$ cat src/rtl/serial_latch_load_port_map.vh
`ifndef SERIAL_LATCH_LOAD_PORT_MAP_VH
`define SERIAL_LATCH_LOAD_PORT_MAP_VH

// Word and latch-select layout
`define WORD_W          24
`define SEL_HI          1
`define SEL_LO          0
`define SEL_CONTROL     2'h0
`define SEL_REF_DIV     2'h1
`define SEL_FB_DIV      2'h2
`define SEL_TEST        2'h3

// Power-down field in the control latch
`define PD_BIT_HI       21
`define PD_BIT_LO       20
`define PD_ACTIVE       2'h0

// Monitor select field in the control latch
`define MON_HI          7
`define MON_LO          5
`define MON_W           3
`define MON_OFF         3'h0
`define MON_LOCK        3'h1
`define MON_FB          3'h2
`define MON_REF         3'h4

// Register map on the software port
`define ADDR_W          3
`define ADDR_CONTROL    3'h0
`define ADDR_REF_DIV    3'h1
`define ADDR_FB_DIV     3'h2
`define ADDR_TEST       3'h3
`define ADDR_STATUS     3'h4
`define ADDR_LOADS      3'h5

// Status word bit positions
`define ST_POWERED      0
`define ST_CP_EN        1
`define ST_CHIP_EN      2

// Reset values
`define ZERO_WORD       24'h000000
`define ZERO_CNT        8'h00

// Serial load counter
`define CNT_W           8
`define CNT_STEP        8'h01

`endif

$ cat src/rtl/serial_latch_load_port.v
// Decided for this implementation: the register addresses and strobed register access.
`timescale 1ns/1ns
`include "serial_latch_load_port_map.vh"

module serial_latch_load_port (
	// Clock and reset
	input  wire                 clk_i,
	input  wire                 rst_n_i,
	// Serial link pins from the host
	input  wire                 serial_clk_i,
	input  wire                 serial_data_i,
	input  wire                 latch_load_strobe_i,
	input  wire                 chip_enable_i,
	// Internal status sources
	input  wire                 lock_detect_i,
	input  wire                 fb_scaled_i,
	input  wire                 ref_scaled_i,
	// Software register port
	input  wire [`ADDR_W-1:0]   addr_i,
	input  wire [`WORD_W-1:0]   wdata_i,
	input  wire                 wr_i,
	input  wire                 rd_i,
	output reg  [`WORD_W-1:0]   rdata_o,
	// Device outputs
	output reg  [`WORD_W-1:0]   control_latch_o,
	output reg  [`WORD_W-1:0]   ref_div_latch_o,
	output reg  [`WORD_W-1:0]   fb_div_latch_o,
	output reg                  powered_o,
	output reg                  charge_pump_output_oe_o,
	output reg                  monitor_output_select_o
);

	// Two-stage synchronisers for every pin; stage one is never looked at
	reg               sclk_s1_reg;
	reg               sclk_s2_reg;
	reg               sclk_d_reg;
	reg               sdat_s1_reg;
	reg               sdat_s2_reg;
	reg               load_s1_reg;
	reg               load_s2_reg;
	reg               load_d_reg;
	reg               ce_s1_reg;
	reg               ce_s2_reg;
	reg               lock_s1_reg;
	reg               lock_s2_reg;
	reg               fb_s1_reg;
	reg               fb_s2_reg;
	reg               ref_s1_reg;
	reg               ref_s2_reg;
	// Word path and load bookkeeping
	reg [`WORD_W-1:0] shift_reg;
	reg [`WORD_W-1:0] test_latch_reg;
	reg [`CNT_W-1:0]  load_cnt_reg;
	// Combinational next values
	reg               mon_next;
	reg [`WORD_W-1:0] rdata_next;
	wire              sclk_rise;
	wire              load_rise;
	wire              pd_ok;
	wire [1:0]        sel;

	// Rising edge of a synchronised level against its copy one cycle older
	function rise_of;
		input cur_lvl;
		input old_lvl;
		begin
			rise_of = cur_lvl & ~old_lvl;
		end
	endfunction

	// Synchroniser chains; every stage resets to the idle low level of its pin,
	// so no false edge is seen right after reset
	always @(posedge clk_i) begin
		if (!rst_n_i) begin
			sclk_s1_reg <= 1'b0;
			sclk_s2_reg <= 1'b0;
			sclk_d_reg  <= 1'b0;
			sdat_s1_reg <= 1'b0;
			sdat_s2_reg <= 1'b0;
			load_s1_reg <= 1'b0;
			load_s2_reg <= 1'b0;
			load_d_reg  <= 1'b0;
			ce_s1_reg   <= 1'b0;
			ce_s2_reg   <= 1'b0;
			lock_s1_reg <= 1'b0;
			lock_s2_reg <= 1'b0;
			fb_s1_reg   <= 1'b0;
			fb_s2_reg   <= 1'b0;
			ref_s1_reg  <= 1'b0;
			ref_s2_reg  <= 1'b0;
		end else begin
			sclk_s1_reg <= serial_clk_i;
			sclk_s2_reg <= sclk_s1_reg;
			sclk_d_reg  <= sclk_s2_reg;
			sdat_s1_reg <= serial_data_i;
			sdat_s2_reg <= sdat_s1_reg;
			load_s1_reg <= latch_load_strobe_i;
			load_s2_reg <= load_s1_reg;
			load_d_reg  <= load_s2_reg;
			ce_s1_reg   <= chip_enable_i;
			ce_s2_reg   <= ce_s1_reg;
			lock_s1_reg <= lock_detect_i;
			lock_s2_reg <= lock_s1_reg;
			fb_s1_reg   <= fb_scaled_i;
			fb_s2_reg   <= fb_s1_reg;
			ref_s1_reg  <= ref_scaled_i;
			ref_s2_reg  <= ref_s1_reg;
		end
	end

	// Edge detection on synchronised copies; data and clock share latency
	assign sclk_rise = rise_of(sclk_s2_reg, sclk_d_reg);
	assign load_rise = rise_of(load_s2_reg, load_d_reg);
	assign sel       = shift_reg[`SEL_HI:`SEL_LO];
	assign pd_ok     = (control_latch_o[`PD_BIT_HI:`PD_BIT_LO] == `PD_ACTIVE);

	// Shift register, MSB first: new bit enters at bit 0 and moves up
	always @(posedge clk_i) begin
		if (!rst_n_i) begin
			shift_reg <= `ZERO_WORD;
		end else if (sclk_rise) begin
			shift_reg <= {shift_reg[`WORD_W-2:0], sdat_s2_reg};
		end
	end

	// One latch per strobe rising edge; software may also write the latches, except the test latch
	always @(posedge clk_i) begin
		if (!rst_n_i) begin
			control_latch_o <= `ZERO_WORD;
			ref_div_latch_o <= `ZERO_WORD;
			fb_div_latch_o  <= `ZERO_WORD;
			test_latch_reg  <= `ZERO_WORD;
			load_cnt_reg    <= `ZERO_CNT;
		end else if (load_rise) begin
			// One update per strobe edge; a level held high loads nothing more
			load_cnt_reg <= load_cnt_reg + `CNT_STEP;
			case (sel)
			`SEL_CONTROL: begin
				control_latch_o <= shift_reg;
			end
			`SEL_REF_DIV: begin
				ref_div_latch_o <= shift_reg;
			end
			`SEL_FB_DIV: begin
				fb_div_latch_o <= shift_reg;
			end
			default: begin
				test_latch_reg <= shift_reg; // kept only for readback
			end
			endcase
		end else if (wr_i) begin
			// Serial load has priority so a host word is never lost
			case (addr_i)
			`ADDR_CONTROL: begin
				control_latch_o <= wdata_i;
			end
			`ADDR_REF_DIV: begin
				ref_div_latch_o <= wdata_i;
			end
			`ADDR_FB_DIV: begin
				fb_div_latch_o <= wdata_i;
			end
			default: begin
				load_cnt_reg <= load_cnt_reg;
			end
			endcase
		end
	end

	// Monitor multiplexer; the output stage below holds it low while chip enable is low
	always @* begin
		case (control_latch_o[`MON_HI:`MON_LO])
		`MON_LOCK: mon_next = lock_s2_reg;
		`MON_FB:   mon_next = fb_s2_reg;
		`MON_REF:  mon_next = ref_s2_reg;
		default:   mon_next = 1'b0;
		endcase
	end

	// Register read mux; unmapped addresses read zero
	always @* begin
		case (addr_i)
		`ADDR_CONTROL: rdata_next = control_latch_o;
		`ADDR_REF_DIV: rdata_next = ref_div_latch_o;
		`ADDR_FB_DIV:  rdata_next = fb_div_latch_o;
		`ADDR_TEST:    rdata_next = test_latch_reg;
		`ADDR_STATUS:  rdata_next = {21'h000000, ce_s2_reg, charge_pump_output_oe_o,
		                             powered_o};
		`ADDR_LOADS:   rdata_next = {16'h0000, load_cnt_reg};
		default:       rdata_next = `ZERO_WORD;
		endcase
	end

	// Power state, pump enable and registered outputs
	// Pump enable shares the power gate, so the pump never drives while asleep
	always @(posedge clk_i) begin
		if (!rst_n_i) begin
			powered_o               <= 1'b0;
			charge_pump_output_oe_o <= 1'b0;
			monitor_output_select_o <= 1'b0;
			rdata_o                 <= `ZERO_WORD;
		end else begin
			powered_o               <= ce_s2_reg & pd_ok;
			charge_pump_output_oe_o <= ce_s2_reg & pd_ok;
			monitor_output_select_o <= ce_s2_reg & mon_next;
			rdata_o                 <= rd_i ? rdata_next : `ZERO_WORD;
		end
	end

endmodule

$ cat config.mk
export PLATFORM = sky130hd
export DESIGN_NAME = serial_latch_load_port
export DESIGN_NICKNAME = d
export VERILOG_FILES = /design/src/rtl/serial_latch_load_port.v
export VERILOG_INCLUDE_DIRS = /design/src /design/src/rtl
export SDC_FILE = /design/constraint.sdc
export NUM_CORES = 1
export LEC_CHECK = 0
export ABC_CLOCK_PERIOD_IN_PS = 5000
export BUFFER_PORTS_ARGS = -buffer_cell sky130_fd_sc_hd__buf_2
export CAP_MARGIN = 20
export CORE_MARGIN = 4
export CORE_UTILIZATION = 28
export DETAILED_ROUTE_END_ITERATION = 8
export GPL_TIMING_DRIVEN = 0
export RECOVER_POWER = 100
export SLEW_MARGIN = 20
export SYNTH_ARGS = -nofsm -noshare
export SYNTH_HDL_FRONTEND = slang
export SYNTH_SLANG_ARGS = --single-unit
export TNS_END_PERCENT = 100
$ cat constraint.sdc
create_clock -name clk_i -period 5 [get_ports clk_i]
set_input_delay 0.5 -clock clk_i [delete_from_list [all_inputs] [get_ports clk_i]]
set_output_delay 0.5 -clock clk_i [all_outputs]
set_load 0.02 [all_outputs]
After elaboration in Yosys (flattened, before gate mapping)
Index checks and enable logic that the tools add are counted.

Bits in registers: 170. Input port bits: 38.

Add/subtract/negate cells: 1. Eq/ne operators: 13. Multiplexer cells: 14. Bitwise operators: 7. Reduce and logical (&&, ||, !) cells: 13.

Operators by type and width (number): two-way mux 24 bit (12); case mux 24 bit (6 select lines) (1); == test 3 x 2 -> 1 bit (second input constant) (3); == test 3 bit (second input constant) (3); AND reduction 3 bit (3); adder 8 x 1 -> 8 bit (second input constant) (1); nonzero test 2 bit (4); == test 3 x 1 -> 1 bit (second input constant) (2); inequality test 2 x 1 -> 1 bit (second input constant) (3); AND 1 bit (4); logical NOT 2 bit (2); AND reduction 2 bit (2); logical NOT 3 bit (1); inverter 1 bit (3); case mux 1 bit (3 select lines) (1); OR reduction 3 bit (1); == test 2 x 1 -> 1 bit (second input constant) (1); == test 2 bit (second input constant) (1).

Longest topological paths before layout
Depth in word-level cells: 4. Mapped depth: 6. Gate-level depth less buffers: 4.

Least setup slack after synthesis
No wires, ideal clock.

Path type: in2reg. Start point: input port addr_i[1]. End point: register control_latch_o[13]. Setup time: 85 ps. Data arrival time: 1782 ps. Data required time: 4915 ps. Path slack: 3133 ps. Stages: 6. Path through: buf_6 > or4b_4 > buf_6 > o21a_4 > buf_6 > o31ai_2.

Longest elaborated chain between the ends: 3.

Ends and longest elaborated chain: start: declaration (RTL line serial_latch_load_port.v:19) `` input wire [`ADDR_W-1:0] addr_i, ``; logical NOT 3 bit (RTL line serial_latch_load_port.v:153) `case (addr_i)`; nonzero test 2 bit (no line); AND reduction 3 bit (no line); end signal: assignment (RTL line serial_latch_load_port.v:129) `` control_latch_o <= `ZERO_WORD; ``; end signal: assignment (RTL line serial_latch_load_port.v:139) `control_latch_o <= shift_reg;`; end signal: assignment (RTL line serial_latch_load_port.v:155) `control_latch_o <= wdata_i;`; end: declaration (RTL line serial_latch_load_port.v:25) `` output reg [`WORD_W-1:0] control_latch_o, ``.

Every way passes these cells. A chain may end at the register's enable or synchronous reset.

Worst setup path after layout
Start point: register load_s2_reg. End point: register control_latch_o[14].

Longest elaborated chain between the ends: 3. Elaborated cells between the ends (all ways): 6. Classes of those cells: eq/ne: 1; mux: 1; bitwise: 1; reduce/logical: 3.

Ends and longest elaborated chain: start: declaration (RTL line serial_latch_load_port.v:40) `reg load_s2_reg;`; start signal: assignment (RTL line serial_latch_load_port.v:98) `load_s2_reg <= load_s1_reg;`; AND 1 bit * (RTL line serial_latch_load_port.v:67) `rise_of = cur_lvl & ~old_lvl;`; inequality test 2 x 1 -> 1 bit (no line) / nonzero test 2 bit (equally long branches); AND reduction 3 bit (no line).

Every way passes the cells marked *; elsewhere a longest branch is shown, timed or not.

==> results.md <==
Yosys:
- The flip-flop cell with the highest count after synthesis is sky130_fd_sc_hd__dfxtp_1.
- The average instance area after synthesis is 9.833 um^2.
- The count of flip-flops with a built-in enable after synthesis is 0.
- For this run, the register share of the synthesized area comes to 46.65%.
- The synthesized netlist contains 44 unique library cells.
- The fraction of registers with async set or reset after synthesis is 0%.
- The total number of yosys warnings is 0.
- After synthesis the netlist holds a flip-flop and latch count of 170.
- When the netlist entered floorplanning its net count stood at 781.
- The post-synth design cell area is 7296 um^2.
- Synthesis produced a netlist whose cell count is 742.

Pwr:
- The clock network is responsible for 48.0% of the overall power.
- The cell internal power dissipation is 0.002408 W.
- The overall power of the completed layout is 0.003184 W.
- In this run, the combinational gates consume 8.0% of the power.
- The power density over cell area is 356.7 nW/um^2.
- The peak supply drop is 0.2340 mV.
- Net switching is 24.37% of the power.
- The share of total power dissipated in sequential elements is 44.0%.
- The leakage power total is 3.072 nW.
- The power spent charging and discharging nets is 0.0007762 W.

STA:
- The final hold violation count is 0.
- Setup repair after global routing left no endpoint under its margin.
- The final critical path takes up 48.06% of the cycle.
- The max-slew headroom at the worst pin is 39.49%.
- The minimum clock period is 2.403 ns.
- The top achievable clock speed is 416.2 MHz.
- The transition time at the pin with the least slew margin is 0.9076 ns.
- The number of setup violations in the final report is 0.
- Across all hold checks on the routed design, the worst slack comes to 0.2721 ns.
- The maximum clock skew at final layout is 0.01018 ns.
- The post-route setup TNS is 0 ns.
- The final-report max-slew violation count was 0.

Global route:
- Global routing consumed, on the met1 layer, 23.71% of the routing resources.
- The global-route track usage on met3 is 3.284%.
- The global routing stage identified its most utilized layer as met2.
- Global routing consumed, on the met2 layer, 29.34% of the routing resources.
- The maximum number of pins on one net before global-route repair is 17.
- The first global-routing pass estimated 40080 um of wire.
- Global routing finished with a remaining overflow of 0.
- The number of global-route vias before repair is 6463.
- The initial antenna violation count is 4.
- The total track usage is 18.22%.

Floorplanning:
- After floorplanning, the core was divided into 58 placement rows.
- The die is 169.4 um wide.
- The die footprint is 28700 um^2.
- The placeable core region is 25400 um^2.
- The starting density of the core is 28.72%.
- The boundary pin count is 137.
- The floorplan step set the die height to 169.4 um.

Critical path:
- The worst setup path category is flop to flop.
- Walking the worst path, the cells encountered are nor2b_1, clkbuf_1, clkbuf_1, clkbuf_1, o2111ai_1, o31ai_2.
- The data required time at the worst endpoint is 5.35 ns.
- STA puts the critical path data arrival time at 2.75 ns.
- The cell type of the slowest stage on the worst timing path is sky130_fd_sc_hd__clkbuf_1.
- The worst setup path is launched from a flop.
- The cell count of the worst reg-to-reg path is 6.
- The stage delay of the slowest cell on the critical path is 0.56 ns.
- The type of element capturing the critical path is a flop.
- The critical path contains buffers and inverters numbering 3 combined.
- Among cell families on the critical path, the largest total delay comes from buffers and inverters.
- The endpoint identified for the worst register-to-register timing path is control_latch_o[14].
- The most frequent cell on the critical path is sky130_fd_sc_hd__clkbuf_1.
- The launch instance of the worst register-to-register path is load_s2_reg.
- Setup slack on the worst reg-to-reg path comes out at 2.60 ns.
- Of all nets on the critical path, the largest fanout is 10.

Placement:
- At the end of routability-driven placement, the weighted congestion stood at 0.9037.
- The HPWL reported at the end of detailed placement is 19860 um.
- The instance area at placement is 8379 um^2.
- The number of placed instances, taps included, is 1206.
- Buffers placed on the I/O ports in this run total 134.

Clock network:
- The number of H-tree levels is 4.
- The number of buffers created by CTS is 17.
- The clock reaches the later pin of the worst-skew pair after 0.44 ns.
- The buffer count from post-CTS setup fixing is 0.
- The number of hold buffers added after CTS was 0.
- The maximum clock insertion buffer count is 2.
- The TritonCTS clock tree is built.
- The sink count of the clock tree is 170.
- The clock transition at the register clock pins on the worst setup and hold paths after CTS is 0.07 ns.
- The root buffer selected by CTS is sky130_fd_sc_hd__clkbuf_16.
- The number of gates resized after cts is 0.

Final layout:
- The most frequent standard cell in the layout excluding fill and tap cells is sky130_fd_sc_hd__dfxtp_1.
- The area used by sequential logic in the layout is 3403 um^2.
- The number of fillers in the final layout is 2672.
- For this run, the post-layout net count is 934.
- The area of all placed cells without fillers is 8929 um^2.
- Compared with the post-synthesis result, the final layout area differs by 22.38%.
- The final instance count without filler cells is 1238.
- The fraction of layout instances using a drive strength above 1 is 12.89%.
- In the final layout, the multi-input gates occupy 3487 um^2.
- The top cell types in the final layout, fill and taps aside, are 170 x sky130_fd_sc_hd__dfxtp_1, 167 x sky130_fd_sc_hd__clkbuf_1, 103 x sky130_fd_sc_hd__nand2_1.
- The diode insertion count for antenna repair is 0.

Drt:
- The residual DRC count is 0.
- The final routed wirelength across all metal layers is 26760 um.
- The detailed router's first-iteration violation count is 603.
- Dividing the detail-routed wire length by the instance count gives 21.62 um.
- The total via count in the routed design is 6714.
- The per-cell via count in the routed design is 5.423.
- The iteration count of the initial detailed-routing pass is 5.
- The count of nets left with antenna violations once routing finished came out at 0.

Worst hold path:
- The beginning of the worst hold path is latch_load_strobe_i.
- For hold timing, the worst endpoint is load_s1_reg.
- The cell depth of the worst min-delay path is 2.
- The worst hold path belongs to the class input port to flop.

Run status:
- The run finished with clean final reports.

Flow run:
- The tool flagged a number of max-cap violations equal to 0.
==> how the worst max path moves through the flow <==
stage	from	endpoint	slack [ns]	depth (start not counted)
floorplan	addr_i[1]	control_latch_o[13]	3.13	6
global placement	addr_i[0]	rdata_o[5]	2.53	6
detailed placement	addr_i[0]	rdata_o[6]	2.55	6
CTS	load_s2_reg	control_latch_o[14]	2.92	6
global route	load_s2_reg	control_latch_o[17]	2.47	6
finish	load_s2_reg	control_latch_o[14]	2.60	6
==> cell type report <==
class                   count  share of cell area, %
multi-input cells         485                  39.06
flip-flops and latches    170                  38.12
repair buffers            134                  6.110
clock buffers              19                  4.961
well taps                 330                  4.624
plain buffers              85                  4.372
clock inverters            13                  2.677
inverters                   2                0.08408
==> cell usage after synthesis (2+ instances only) <==
master,n,area [um^2]
sky130_fd_sc_hd__o22ai_1,4,25.02
sky130_fd_sc_hd__o21ai_0,3,15.01
sky130_fd_sc_hd__buf_6,8,90.09
sky130_fd_sc_hd__nor2b_1,4,25.02
sky130_fd_sc_hd__mux2_2,4,45.04
sky130_fd_sc_hd__or4bb_1,2,22.52
sky130_fd_sc_hd__buf_2,12,60.06
sky130_fd_sc_hd__nor3_1,2,10.01
sky130_fd_sc_hd__a22oi_1,7,52.55
sky130_fd_sc_hd__xnor2_1,2,17.52
sky130_fd_sc_hd__a21oi_1,53,265.3
sky130_fd_sc_hd__nand4_1,2,12.51
sky130_fd_sc_hd__o31ai_2,24,300.3
sky130_fd_sc_hd__o2111ai_1,72,630.6
sky130_fd_sc_hd__mux2i_1,57,570.6
sky130_fd_sc_hd__nand2b_1,6,37.54
sky130_fd_sc_hd__clkbuf_1,57,214.0
sky130_fd_sc_hd__o22a_1,15,131.4
sky130_fd_sc_hd__nand3_1,5,25.02
sky130_fd_sc_hd__nand3b_1,5,37.54
sky130_fd_sc_hd__o21a_4,2,30.03
sky130_fd_sc_hd__o31ai_1,52,390.4
sky130_fd_sc_hd__nand4bb_1,3,33.78
sky130_fd_sc_hd__nand2_1,103,386.6
sky130_fd_sc_hd__dfxtp_1,170,3403
sky130_fd_sc_hd__and2_1,18,112.6
sky130_fd_sc_hd__or4_1,2,15.01
sky130_fd_sc_hd__buf_1,7,26.28
sky130_fd_sc_hd__mux4_2,5,112.6
sky130_fd_sc_hd__nor2_1,22,82.58
==> power by group through the flow <==
stage                     sequential (W)  combinational (W)  clock [W]
after floorplan                  0.00144           0.000136          0
after global placement           0.00143           0.000256          0
after detailed placement         0.00143           0.000257          0
after CTS                        0.00140           0.000258    0.00154
after global routing             0.00140           0.000269    0.00160
final                            0.00140           0.000254    0.00153
==> worst register-to-register path, cell delays in order, from the launching register on <==
cell and delay (ns):
sky130_fd_sc_hd__dfxtp_1 0.50, sky130_fd_sc_hd__nor2b_1 0.17, sky130_fd_sc_hd__clkbuf_1 0.25, sky130_fd_sc_hd__clkbuf_1 0.48
sky130_fd_sc_hd__clkbuf_1 0.56, sky130_fd_sc_hd__o2111ai_1 0.25, sky130_fd_sc_hd__o31ai_2 0.10
==> layer usage <==
metal	vias to the layer above	share of wire [%]	routed length (um)
li1	3085	-	-
met1	3241	42	11230
met2	321	47	12670
met3	59	7.0	1884
met4	8	3.4	921
met5	-	0.18	48
==> logic make-up after synthesis <==
| family | Yosys count | share of synthesized area (%) |
|---|---|---|
| AND/OR/NAND/NOR | 181 | 11.85 |
| AO/OA/AOI/OAI | 235 | 25.55 |
| multiplexers | 66 | 9.981 |
| flip-flops | 170 | 46.65 |
| buffers and inverters | 87 | 5.557 |
| XOR/XNOR | 2 | 0.2401 |
| adder cells (fa/ha/maj) | 1 | 0.1715 |
==> through the flow <==
| stage | util [%] | setup WS, ns |
|---|---|---|
| 4_1_cts | 35.67 | 2.924 |
| 6_report | 35.15 | 2.597 |
| 3_5_place_dp | 32.99 | 2.549 |
| 2_1_floorplan | - | 3.133 |
| 5_1_grt | 35.15 | 2.468 |
| 3_3_place_gp | 32.99 | 2.528 |
(Power assumes the default switching activity.)
